==> src/hw/smbat_defs.svh <==
// Purpose: named constants of the alert and timeout block
// Assumes: included by bare name from the top design file only
// Notes: times stay in their own unit, cycle counts are derived
`ifndef SMBAT_DEFS_SVH
`define SMBAT_DEFS_SVH

`define SMBAT_CLK_HZ 40000000
`define SMBAT_MS_PER_S 1000

// clock low timeout window, ms
`define SMBAT_TIMEOUT_MIN_MS 6'h19
`define SMBAT_TIMEOUT_MAX_MS 6'h23
// cumulative stretch budgets, ms
`define SMBAT_SEXT_MS 6'h19
`define SMBAT_SEXT_GUARD_MS 6'h01
`define SMBAT_MEXT_MS 6'h0a
`define SMBAT_MS_MAX 6'h3f

// command codes and addresses
`define SMBAT_CMD_CLEAR_FAULT 8'h03
`define SMBAT_CMD_ALERT_MASK 8'hd8
`define SMBAT_ARA_ADDR 7'h0c
`define SMBAT_MASK_RESET 16'h0000
`define SMBAT_READ_FILL 8'h00

// address pin level codes and decode bases
`define SMBAT_PIN_OPEN 2'h0
`define SMBAT_PIN_LOW 2'h1
`define SMBAT_PIN_HIGH 2'h2
`define SMBAT_RANK_OPEN 5'h00
`define SMBAT_RANK_LOW 5'h01
`define SMBAT_RANK_HIGH 5'h02
`define SMBAT_RANK_W2 5'h09
`define SMBAT_RANK_W1 5'h03
`define SMBAT_ADDR_GRP0 7'h40
`define SMBAT_ADDR_GRP1 7'h10
`define SMBAT_ADDR_GRP2 7'h50
`define SMBAT_IDX_GRP1 5'h08
`define SMBAT_IDX_GRP2 5'h10

// byte framing
`define SMBAT_BITS_PER_BYTE 4'h8
`define SMBAT_LAST_BIT 4'h7
`define SMBAT_IDX_ADDR 2'h0
`define SMBAT_IDX_CMD 2'h1
`define SMBAT_IDX_LO 2'h2
`define SMBAT_IDX_HI 2'h3

`endif

==> src/hw/smbat_pkg.sv <==
// Purpose: types shared by the alert and timeout block
// Assumes: nothing
// Notes: constants live in smbat_defs.svh
package smbat_pkg;

    typedef enum logic [2:0] {
        SMBAT_IDLE  = 3'b000,
        SMBAT_RX    = 3'b001,
        SMBAT_RXACK = 3'b010,
        SMBAT_TX    = 3'b011,
        SMBAT_TXACK = 3'b100
    } smbat_state_e;

    typedef logic [5:0] smbat_ms_t;

endpackage : smbat_pkg

==> src/hw/smbat_tick.sv <==
// Purpose: one-cycle millisecond enable from the system clock
// Assumes: CYCLES of at least two
// Notes: free running from reset
`timescale 1ns/100ps
module smbat_tick #(
    parameter int CYCLES = 40000
) (
    input wire logic clk,
    input wire logic rstn,
    output logic tick
);
    localparam int W = $clog2(CYCLES);

    logic [W-1:0] cnt_ff;
    logic [W-1:0] nxt_cnt;
    logic tick_ff;
    logic nxt_tick;

    always_comb
    begin
        if (cnt_ff == W'(CYCLES - 1))
        begin
            nxt_cnt = '0;
            nxt_tick = 1'b1;
        end
        else
        begin
            nxt_cnt = cnt_ff + W'(1);
            nxt_tick = 1'b0;
        end
    end

    always_ff @(posedge clk or negedge rstn)
    begin
        if (!rstn)
        begin
            cnt_ff <= '0;
            tick_ff <= 1'b0;
        end
        else
        begin
            cnt_ff <= nxt_cnt;
            tick_ff <= nxt_tick;
        end
    end

    assign tick = tick_ff;

endmodule : smbat_tick

==> src/hw/smbat_top.sv <==
// Purpose: smbus slave alert masking, timeout and stretch budget
// Assumes: open-drain pins resolved outside; fault and busy are local
// Notes: registers reached only over the smbus link
// Contract
// - clock low past 25 ms resets link
// - slave stretching per message within 25 ms
// - over budget releases lines, returns idle
// - alert gated by mask register and auto mask
// - arbitrate address during alert response read
// - winner stops driving alert after read
// - shared alert ends after last responder
// - won response read auto-masks active faults
// - auto masking leaves fault status untouched
// - auto mask cleared only by clear fault
// - address from three tri-level pins, 27 choices
`timescale 1ns/100ps
`include "smbat_defs.svh"
module smbat_top #(
    parameter int CYCLES_PER_MS = `SMBAT_CLK_HZ / `SMBAT_MS_PER_S,
    parameter logic [15:0] MASK_RESET = `SMBAT_MASK_RESET
) (
    input wire logic clk,
    input wire logic rstn,
    input wire logic scl_in,
    output logic scl_out,
    output logic scl_oe_n,
    input wire logic sda_in,
    output logic sda_out,
    output logic sda_oe_n,
    output logic alert_request_line_out,
    output logic alert_request_line_oe_n,
    input wire logic [1:0] addr_sel_pin_0,
    input wire logic [1:0] addr_sel_pin_1,
    input wire logic [1:0] addr_sel_pin_2,
    input wire logic [15:0] fault_active,
    input wire logic core_busy,
    output logic clear_fault_pulse,
    output logic [15:0] alert_suppress_mask,
    output logic [15:0] auto_ack_suppress,
    output logic bus_timeout_pulse,
    output logic stretch_abort_pulse
);
    // two-stage synchronisers, third stage only for edges
    logic scl_s1_ff, scl_s2_ff, scl_d_ff;
    logic sda_s1_ff, sda_s2_ff, sda_d_ff;
    logic [5:0] adr_s1_ff, adr_s2_ff;

    always_ff @(posedge clk or negedge rstn)
    begin
        if (!rstn)
        begin
            scl_s1_ff <= 1'b1;
            scl_s2_ff <= 1'b1;
            scl_d_ff <= 1'b1;
            sda_s1_ff <= 1'b1;
            sda_s2_ff <= 1'b1;
            sda_d_ff <= 1'b1;
            adr_s1_ff <= 6'h00;
            adr_s2_ff <= 6'h00;
        end
        else
        begin
            scl_s1_ff <= scl_in;
            scl_s2_ff <= scl_s1_ff;
            scl_d_ff <= scl_s2_ff;
            sda_s1_ff <= sda_in;
            sda_s2_ff <= sda_s1_ff;
            sda_d_ff <= sda_s2_ff;
            adr_s1_ff <= {addr_sel_pin_2, addr_sel_pin_1, addr_sel_pin_0};
            adr_s2_ff <= adr_s1_ff;
        end
    end

    logic tick;

    smbat_tick #(
        .CYCLES(CYCLES_PER_MS)
    ) u_tick (
        .clk(clk),
        .rstn(rstn),
        .tick(tick)
    );

    function automatic logic [4:0] smbat_rank(input logic [1:0] lvl);
        logic [4:0] r;
        r = `SMBAT_RANK_OPEN;
        if (lvl == `SMBAT_PIN_LOW)
            r = `SMBAT_RANK_LOW;
        else if (lvl == `SMBAT_PIN_HIGH)
            r = `SMBAT_RANK_HIGH;
        return r;
    endfunction : smbat_rank

    logic [4:0] adr_idx;
    logic [6:0] own_addr;

    always_comb
    begin
        adr_idx = 5'(smbat_rank(adr_s2_ff[5:4]) * `SMBAT_RANK_W2)
                + 5'(smbat_rank(adr_s2_ff[3:2]) * `SMBAT_RANK_W1)
                + smbat_rank(adr_s2_ff[1:0]);
        if (adr_idx < `SMBAT_IDX_GRP1)
            own_addr = `SMBAT_ADDR_GRP0 + 7'(adr_idx);
        else if (adr_idx < `SMBAT_IDX_GRP2)
            own_addr = `SMBAT_ADDR_GRP1 + 7'(adr_idx - `SMBAT_IDX_GRP1);
        else
            own_addr = `SMBAT_ADDR_GRP2 + 7'(adr_idx - `SMBAT_IDX_GRP2);
    end

    smbat_pkg::smbat_state_e state_ff, nxt_state;
    logic [3:0] bitcnt_ff, nxt_bitcnt;
    logic [7:0] shift_ff, nxt_shift;
    logic [7:0] tx_ff, nxt_tx;
    logic [7:0] cmd_ff, nxt_cmd;
    logic [7:0] lo_ff, nxt_lo;
    logic [1:0] idx_ff, nxt_idx;
    logic is_read_ff, nxt_is_read;
    logic is_ara_ff, nxt_is_ara;
    logic acked_ff, nxt_acked;
    logic in_msg_ff, nxt_in_msg;
    logic sda_oe_n_ff, nxt_sda_oe_n;
    logic scl_oe_n_ff, nxt_scl_oe_n;
    smbat_pkg::smbat_ms_t low_ms_ff, nxt_low_ms;
    smbat_pkg::smbat_ms_t ext_ms_ff, nxt_ext_ms;
    logic [15:0] mask_ff, nxt_mask;
    logic [15:0] auto_ff, nxt_auto;
    logic alert_oe_n_ff, nxt_alert_oe_n;
    logic clr_ff, nxt_clr;
    logic to_ff, nxt_to;
    logic abort_ff, nxt_abort;

    logic scl_rise, scl_fall, start_cond, stop_cond, busy_link;

    assign scl_rise = scl_s2_ff & ~scl_d_ff;
    assign scl_fall = ~scl_s2_ff & scl_d_ff;
    assign start_cond = scl_s2_ff & scl_d_ff & ~sda_s2_ff & sda_d_ff;
    assign stop_cond = scl_s2_ff & scl_d_ff & sda_s2_ff & ~sda_d_ff;
    assign busy_link = in_msg_ff | (state_ff != smbat_pkg::SMBAT_IDLE);

    always_comb
    begin
        nxt_state = state_ff;
        nxt_bitcnt = bitcnt_ff;
        nxt_shift = shift_ff;
        nxt_tx = tx_ff;
        nxt_cmd = cmd_ff;
        nxt_lo = lo_ff;
        nxt_idx = idx_ff;
        nxt_is_read = is_read_ff;
        nxt_is_ara = is_ara_ff;
        nxt_acked = acked_ff;
        nxt_in_msg = in_msg_ff;
        nxt_sda_oe_n = sda_oe_n_ff;
        nxt_scl_oe_n = scl_oe_n_ff;
        nxt_low_ms = low_ms_ff;
        nxt_ext_ms = ext_ms_ff;
        nxt_mask = mask_ff;
        nxt_auto = auto_ff;
        nxt_clr = 1'b0;
        nxt_to = 1'b0;
        nxt_abort = 1'b0;

        if (scl_s2_ff)
            nxt_low_ms = '0;
        else if (tick && low_ms_ff != `SMBAT_MS_MAX)
            nxt_low_ms = low_ms_ff + 6'h01;
        if (tick && !scl_oe_n_ff && ext_ms_ff != `SMBAT_MS_MAX)
            nxt_ext_ms = ext_ms_ff + 6'h01;
        if (!scl_oe_n_ff && !core_busy)
            nxt_scl_oe_n = 1'b1;

        if (start_cond)
        begin
            nxt_state = smbat_pkg::SMBAT_RX;
            nxt_bitcnt = 4'h0;
            nxt_idx = `SMBAT_IDX_ADDR;
            nxt_is_ara = 1'b0;
            nxt_sda_oe_n = 1'b1;
            if (!in_msg_ff)
                nxt_ext_ms = '0;
            nxt_in_msg = 1'b1;
        end
        else if (stop_cond)
        begin
            nxt_state = smbat_pkg::SMBAT_IDLE;
            nxt_in_msg = 1'b0;
            nxt_sda_oe_n = 1'b1;
            nxt_scl_oe_n = 1'b1;
            nxt_ext_ms = '0;
        end
        else if (busy_link && low_ms_ff > `SMBAT_TIMEOUT_MIN_MS)
        begin
            nxt_state = smbat_pkg::SMBAT_IDLE;
            nxt_in_msg = 1'b0;
            nxt_sda_oe_n = 1'b1;
            nxt_scl_oe_n = 1'b1;
            nxt_ext_ms = '0;
            nxt_to = 1'b1;
        end
        else if (busy_link
                 && ext_ms_ff >= `SMBAT_SEXT_MS - `SMBAT_SEXT_GUARD_MS)
        begin
            nxt_state = smbat_pkg::SMBAT_IDLE;
            nxt_in_msg = 1'b0;
            nxt_sda_oe_n = 1'b1;
            nxt_scl_oe_n = 1'b1;
            nxt_ext_ms = '0;
            nxt_abort = 1'b1;
        end
        else if (scl_rise)
        begin
            unique case (state_ff)
                smbat_pkg::SMBAT_RX:
                begin
                    nxt_shift = {shift_ff[6:0], sda_s2_ff};
                    nxt_bitcnt = bitcnt_ff + 4'h1;
                end
                smbat_pkg::SMBAT_TX:
                begin
                    if (sda_oe_n_ff && !sda_s2_ff)
                    begin
                        nxt_state = smbat_pkg::SMBAT_IDLE;
                        nxt_sda_oe_n = 1'b1;
                    end
                    else
                    begin
                        nxt_tx = {tx_ff[6:0], 1'b0};
                        nxt_bitcnt = bitcnt_ff + 4'h1;
                        if (is_ara_ff && bitcnt_ff == `SMBAT_LAST_BIT)
                            nxt_auto = auto_ff | fault_active;
                    end
                end
                smbat_pkg::SMBAT_TXACK:
                    nxt_acked = ~sda_s2_ff;
                default:
                    nxt_state = state_ff;
            endcase
        end
        else if (scl_fall)
        begin
            unique case (state_ff)
                smbat_pkg::SMBAT_RX:
                begin
                    if (bitcnt_ff == `SMBAT_BITS_PER_BYTE)
                    begin
                        nxt_state = smbat_pkg::SMBAT_RXACK;
                        nxt_sda_oe_n = 1'b0;
                        if (idx_ff != `SMBAT_IDX_HI)
                            nxt_idx = idx_ff + 2'h1;
                        unique case (idx_ff)
                            `SMBAT_IDX_ADDR:
                            begin
                                nxt_is_read = shift_ff[0];
                                if (shift_ff[7:1] == own_addr)
                                    nxt_tx = (cmd_ff == `SMBAT_CMD_ALERT_MASK)
                                           ? mask_ff[7:0] : `SMBAT_READ_FILL;
                                // answer response read with own address
                                else if (shift_ff[7:1] == `SMBAT_ARA_ADDR
                                         && shift_ff[0] && !alert_oe_n_ff)
                                begin
                                    nxt_is_ara = 1'b1;
                                    nxt_tx = {own_addr, 1'b0};
                                end
                                else
                                begin
                                    nxt_state = smbat_pkg::SMBAT_IDLE;
                                    nxt_sda_oe_n = 1'b1;
                                end
                            end
                            `SMBAT_IDX_CMD:
                            begin
                                nxt_cmd = shift_ff;
                                if (shift_ff == `SMBAT_CMD_CLEAR_FAULT)
                                begin
                                    nxt_auto = 16'h0000;
                                    nxt_clr = 1'b1;
                                end
                            end
                            `SMBAT_IDX_LO:
                                nxt_lo = shift_ff;
                            `SMBAT_IDX_HI:
                            begin
                                if (cmd_ff == `SMBAT_CMD_ALERT_MASK)
                                    nxt_mask = {shift_ff, lo_ff};
                            end
                        endcase
                    end
                end
                smbat_pkg::SMBAT_RXACK:
                begin
                    nxt_sda_oe_n = 1'b1;
                    nxt_bitcnt = 4'h0;
                    // stretch only while core is busy
                    if (core_busy)
                        nxt_scl_oe_n = 1'b0;
                    if (is_read_ff)
                    begin
                        nxt_state = smbat_pkg::SMBAT_TX;
                        nxt_sda_oe_n = tx_ff[7];
                    end
                    else
                        nxt_state = smbat_pkg::SMBAT_RX;
                end
                smbat_pkg::SMBAT_TX:
                begin
                    if (bitcnt_ff == `SMBAT_BITS_PER_BYTE)
                    begin
                        nxt_sda_oe_n = 1'b1;
                        nxt_state = smbat_pkg::SMBAT_TXACK;
                    end
                    else
                        nxt_sda_oe_n = tx_ff[7];
                end
                smbat_pkg::SMBAT_TXACK:
                begin
                    if (acked_ff && !is_ara_ff)
                    begin
                        nxt_tx = (cmd_ff == `SMBAT_CMD_ALERT_MASK)
                               ? mask_ff[15:8] : `SMBAT_READ_FILL;
                        nxt_sda_oe_n = nxt_tx[7];
                        nxt_bitcnt = 4'h0;
                        nxt_state = smbat_pkg::SMBAT_TX;
                    end
                    else
                    begin
                        nxt_sda_oe_n = 1'b1;
                        nxt_state = smbat_pkg::SMBAT_IDLE;
                    end
                end
                default:
                    nxt_state = state_ff;
            endcase
        end

        // auto mask drops alert once won
        nxt_alert_oe_n = ~|(fault_active & ~mask_ff & ~auto_ff);
    end

    always_ff @(posedge clk or negedge rstn)
    begin
        if (!rstn)
        begin
            state_ff <= smbat_pkg::SMBAT_IDLE;
            bitcnt_ff <= 4'h0;
            shift_ff <= 8'h00;
            tx_ff <= 8'h00;
            cmd_ff <= 8'h00;
            lo_ff <= 8'h00;
            idx_ff <= 2'h0;
            is_read_ff <= 1'b0;
            is_ara_ff <= 1'b0;
            acked_ff <= 1'b0;
            in_msg_ff <= 1'b0;
            sda_oe_n_ff <= 1'b1;
            scl_oe_n_ff <= 1'b1;
            low_ms_ff <= '0;
            ext_ms_ff <= '0;
            mask_ff <= MASK_RESET;
            auto_ff <= 16'h0000;
            alert_oe_n_ff <= 1'b1;
            clr_ff <= 1'b0;
            to_ff <= 1'b0;
            abort_ff <= 1'b0;
        end
        else
        begin
            state_ff <= nxt_state;
            bitcnt_ff <= nxt_bitcnt;
            shift_ff <= nxt_shift;
            tx_ff <= nxt_tx;
            cmd_ff <= nxt_cmd;
            lo_ff <= nxt_lo;
            idx_ff <= nxt_idx;
            is_read_ff <= nxt_is_read;
            is_ara_ff <= nxt_is_ara;
            acked_ff <= nxt_acked;
            in_msg_ff <= nxt_in_msg;
            sda_oe_n_ff <= nxt_sda_oe_n;
            scl_oe_n_ff <= nxt_scl_oe_n;
            low_ms_ff <= nxt_low_ms;
            ext_ms_ff <= nxt_ext_ms;
            mask_ff <= nxt_mask;
            auto_ff <= nxt_auto;
            alert_oe_n_ff <= nxt_alert_oe_n;
            clr_ff <= nxt_clr;
            to_ff <= nxt_to;
            abort_ff <= nxt_abort;
        end
    end

    // open-drain: data always low, enable decides
    logic zero_ff;

    always_ff @(posedge clk or negedge rstn)
    begin
        if (!rstn)
            zero_ff <= 1'b0;
        else
            zero_ff <= 1'b0;
    end

    assign scl_out = zero_ff;
    assign sda_out = zero_ff;
    assign alert_request_line_out = zero_ff;
    assign scl_oe_n = scl_oe_n_ff;
    assign sda_oe_n = sda_oe_n_ff;
    assign alert_request_line_oe_n = alert_oe_n_ff;
    assign clear_fault_pulse = clr_ff;
    assign alert_suppress_mask = mask_ff;
    assign auto_ack_suppress = auto_ff;
    assign bus_timeout_pulse = to_ff;
    assign stretch_abort_pulse = abort_ff;

endmodule : smbat_top

==> config.mk <==
export PLATFORM = sky130hd
export DESIGN_NAME = smbat_top
export DESIGN_NICKNAME = d
export VERILOG_FILES = /design/src/hw/smbat_pkg.sv /design/src/hw/smbat_tick.sv /design/src/hw/smbat_top.sv
export VERILOG_INCLUDE_DIRS = /design/src /design/src/hw
export SDC_FILE = /design/constraint.sdc
export NUM_CORES = 1
export LEC_CHECK = 0
export BUFFER_PORTS_ARGS = -buffer_cell sky130_fd_sc_hd__buf_2
export CORE_MARGIN = 3
export CORE_UTILIZATION = 53
export DETAILED_ROUTE_END_ITERATION = 12
export HOLD_SLACK_MARGIN = 0.15
export PLACE_DENSITY = 0.76
export SLEW_MARGIN = 30
export SYNTH_ARGS = -nofsm -noshare
export SYNTH_HDL_FRONTEND = slang
export SYNTH_SLANG_ARGS = --single-unit
==> constraint.sdc <==
create_clock -name clk -period 3.8 [get_ports clk]
set_input_delay 0.57 -clock clk [delete_from_list [all_inputs] [get_ports clk]]
set_output_delay 0.57 -clock clk [all_outputs]
set_load 0.1 [all_outputs]
==> tab_implementation.tex <==
\begin{tabular}{lr}
\hline
Metric & Value \\
\hline
\multicolumn{2}{l}{\textbf{STA}} \\
\quad Post-layout worst setup margin & -0.05008 ns \\
\quad Max-slew headroom & 44.30\% \\
\quad Final Max Slew Viols & 0 \\
\quad Post-Route Hold Slack & 0.2571 ns \\
\quad Final worst-path cycle share & 101.3\% \\
\quad Final period demand of the worst path & 3.850 ns \\
\quad Fin. Hold Viols & 0 \\
\quad RSZ-0062 raised after global routing & true \\
\quad Number of setup violations in the final report & 7 \\
\quad Transition time of the tightest slew-check pin & 0.8278 ns \\
\quad Sum of negative setup slack & -0.1950 ns \\
\quad Upper clock frequency limit & 259.7 MHz \\
\quad Fin Clk Skew & 0.005880 ns \\
\multicolumn{2}{l}{\textbf{GRT}} \\
\quad Met2 track demand over resource & 36.65\% \\
\quad Largest net degree at the start of global routing & 131 \\
\quad Global routing met1 resource utilization & 30.27\% \\
\quad Global-route wire length before repair & 23,770 um \\
\quad Layer carrying the most global-route usage & met2 \\
\quad Total grt overflow & 0 \\
\quad Via count of the first global-routing pass & 4,892 \\
\quad GR Util met3 & 5.421\% \\
\quad Global router's overall resource usage & 23.10\% \\
\quad Number of antenna violations at the first check in global routing & 0 \\
\multicolumn{2}{l}{\textbf{CTS}} \\
\quad TritonCTS clock tree & yes \\
\quad CTS buffer count & 17 \\
\quad Clock-pin slew on the worst setup and hold paths & 0.06 ns \\
\quad Sink count of the clock tree & 130 \\
\quad Worst skew pair latency & 0.42 ns \\
\quad Root Driver & sky130\_fd\_sc\_hd\_\_clkbuf\_16 \\
\quad Count of H-tree levels built during CTS & 4 \\
\quad Number of buffers inserted by hold repair at cts & 0 \\
\quad Buffer levels on the longest clock path & 2 \\
\multicolumn{2}{l}{\textbf{Worst setup path}} \\
\quad Family with the most delay on the worst path & adder cells \\
\quad Endpoint type of the worst setup path & flop \\
\quad Reg2reg path depth & 14 \\
\quad Critical path's slowest cell & sky130\_fd\_sc\_hd\_\_fa\_1 \\
\quad Critical Path Max Stage Delay & 0.48 ns \\
\quad Critical path data required time & 4.12 ns \\
\quad Top fanout value on the critical path & 6 \\
\quad Critical setup path kind & reg -> reg \\
\quad Kind of start point of the critical path & flop \\
\quad Number of stages on the worst setup path & 14 \\
\quad Arrival time worst endpoint & 4.17 ns \\
\quad Cells traversed along the worst timing path & inv\_2 -> ha\_4 -> inv\_2 -> fa\_1 -> fa\_2 -> fa\_2 -> xnor2\_2 -> xor2\_1 -> or4\_4 -> a2111oi\_4 -> buf\_6 -> o311ai\_4 -> buf\_6 -> o31ai\_2 \\
\quad Buffers and inverters on the worst path & 4 \\
\multicolumn{2}{l}{\textbf{Detailed routing}} \\
\quad Iteration count of the initial detailed-routing pass & 5 \\
\quad DRC violations left & 0 \\
\quad Total Wirelength & 14,570 um \\
\quad Routed vias & 4,845 \\
\quad DR vias/cell & 5.851 \\
\quad Detailed router's first-iteration violation count & 371 \\
\quad Number of nets still failing antenna checks after routing & 0 \\
\quad Wire per inst & 17.60 um \\
\multicolumn{2}{l}{\textbf{Synth}} \\
\quad Sequential area share after synthesis & 51.54\% \\
\quad Synthesized instance count & 585 \\
\quad Synth warn & 0 \\
\quad Synth Register Bits & 130 \\
\quad Count of flip-flops with a built-in enable after synthesis & 0 \\
\quad Number of distinct library cells after synthesis & 60 \\
\quad Top flip-flop cell by instance count after synthesis & sky130\_fd\_sc\_hd\_\_dfrtp\_1 \\
\quad Synthesized area per cell & 10.83 um2 \\
\quad Post-synthesis instance area & 6334 um2 \\
\quad Async S/R FF share, synth & 100.0\% \\
\multicolumn{2}{l}{\textbf{Finish}} \\
\quad Count of inserted antenna diode cells & 0 \\
\quad Area Growth Syn to Fin & 19.54\% \\
\quad Leading cell types in the layout, fill and taps excluded & sky130\_fd\_sc\_hd\_\_dfrtp\_1 (121), sky130\_fd\_sc\_hd\_\_buf\_2 (64), sky130\_fd\_sc\_hd\_\_nor2\_1 (59), sky130\_fd\_sc\_hd\_\_nand2\_1 (39), sky130\_fd\_sc\_hd\_\_mux2\_2 (39) \\
\quad Count of non-filler cells in the finished layout & 828 \\
\quad Share of final-layout standard cells stronger than drive strength 1 & 26.86\% \\
\quad Post-layout util & 65.47\% \\
\quad Leading cell type in the layout, fill and taps excluded & sky130\_fd\_sc\_hd\_\_dfrtp\_1 \\
\quad Final nets & 724 \\
\multicolumn{2}{l}{\textbf{Worst hold path}} \\
\quad Tightest Hold Check Type & in -> async \\
\multicolumn{2}{l}{\textbf{Placement}} \\
\quad Placed insts & 787 \\
\quad Global placer's final weighted congestion & 0.8837 \\
\quad HPWL after DPL & 10,030 um \\
\quad PortBufs & 64 \\
\multicolumn{2}{l}{\textbf{Floorplan}} \\
\quad Number of placement rows & 39 \\
\quad DIE HEIGHT & 115.3 um \\
\quad Placeable Area & 11,560 um2 \\
\quad Die ar. & 13,300 um2 \\
\quad Initial Utilization & 54.77\% \\
\quad Number of I/O pins & 68 \\
\quad Die W & 115.3 um \\
\multicolumn{2}{l}{\textbf{Pwr}} \\
\quad Pwr/cell area & 490.8 nW/um2 \\
\quad Leakage & 3.683 nW \\
\quad IR Drop Worst-Case VDD & 0.0003240 V \\
\quad Power after layout & 3.716 mW \\
\multicolumn{2}{l}{\textbf{Flow run}} \\
\quad Max-cap viol count & 0 \\
\multicolumn{2}{l}{\textbf{Run status}} \\
\quad Outcome & complete, but fails checks \\
\quad Violated checks & setup timing \\
\hline
\end{tabular}
-- kinds of logic (layout without fill, tap and decap cells) --
kind of cell / after synthesis / after routing / synth area share (%)
other: 1 / 3 / 0.05921
buffers and inverters: 45 / 143 / 2.983
flip-flops: 130 / 130 / 51.54
adder cells (fa/ha/maj): 25 / 25 / 5.294
XOR/XNOR: 26 / 26 / 3.813
AO/OA/AOI/OAI: 111 / 111 / 11.62
AND/OR/NAND/NOR: 204 / 204 / 17.13
multiplexers: 43 / 43 / 7.566
-- report_power, final --
group / switching, mW / leakage (nW) / internal (mW) / total [mW]
Combinational: 0.288 / 1.68 / 0.240 / 0.529
Sequential: 0.160 / 1.72 / 1.49 / 1.65
Clock: 0.577 / 0.283 / 0.964 / 1.54
Total: 1.03 / 3.68 / 2.69 / 3.72
-- what timing repair did --
| item | in CTS | in global routing |
|---|---|---|
| setup endpoints to repair | 10 | 10 |
| pin swaps | 5 | 4 |
| resized for setup | 7 | 7 |
| setup buffers | 5 | 3 |
| gates cloned | 1 | 0 |
-- sequential cells by signal, indices dropped and copies added (netlist names), 2 cells and up --
register and flops:
low_ms_ff 6, adr_s1_ff 6, auto_ack_suppress 16, state_ff 3, u_tick.cnt_ff 16, cmd_ff 8
tx_ff 8, bitcnt_ff 4, shift_ff 8, adr_s2_ff 6, ext_ms_ff 6, lo_ff 8
idx_ff 2, alert_suppress_mask 16
-- area by class of cell --
cell class / count / area (um2)
inverter: 26 / 97.59
clock inverter: 9 / 80.08
fill: 866 / 3994
multi-input combinational: 412 / 2964
timing repair buffer: 85 / 498.0
clock buffer: 23 / 488.0
tap: 143 / 178.9
sequential: 130 / 3264
-- worst paths after layout --
check | from | end | slack (ns)
worst max-delay path | adr_s2_ff[3]$_DFF_PN0_ | tx_ff[6]$_DFFE_PN0P_ | -0.05
worst min-delay path | rstn | auto_ack_suppress[2]$_DFFE_PN0P_ | 0.26
worst max register to register | adr_s2_ff[3]$_DFF_PN0_ | tx_ff[6]$_DFFE_PN0P_ | -0.05
worst min register to register | adr_s1_ff[2]$_DFF_PN0_ | adr_s2_ff[2]$_DFF_PN0_ | 0.35
max in group asynchronous | rstn | u_tick.tick$_DFF_PN0_ | 3.05
min in group clk | addr_sel_pin_1[1] | adr_s1_ff[3]$_DFF_PN0_ | 0.26
-- metal layers --
metal / wire length [um] / part of all wire [%]
met1: 6244 / 43
met2: 7321 / 50
met3: 644 / 4.4
met4: 359 / 2.5
met5: 0 / 0
-- synthesized netlist by cell type, drive strengths merged, types with 9 or more instances --
library cell	instances	area share [%]
ha	22	4.3
mux2	39	6.9
dfrtp	121	48
xor2	14	1.9
xnor2	11	1.5
nor2	59	3.5
nand2	39	2.3
inv	26	1.5
nand4	10	0.99
buf	9	0.85
o21ai	21	1.7
nand3	15	1.2
a21oi	37	2.9
dfstp	9	3.7
nor2b	10	0.99
clkbuf	10	0.59
nor4	9	0.89
nor3b	19	2.3
o31ai	11	1.3
-- metrics by stage --
stage / worst slack, ns / cell area (um2)
finish: -0.05008 / 7571
global route: -0.1639 / 7571
CTS: -0.01845 / 7507
detailed placement: -0.07746 / 6869
global placement: 0.02917 / 6869
floorplan: 0.03131 / 6356
(Power assumes the default switching activity.)
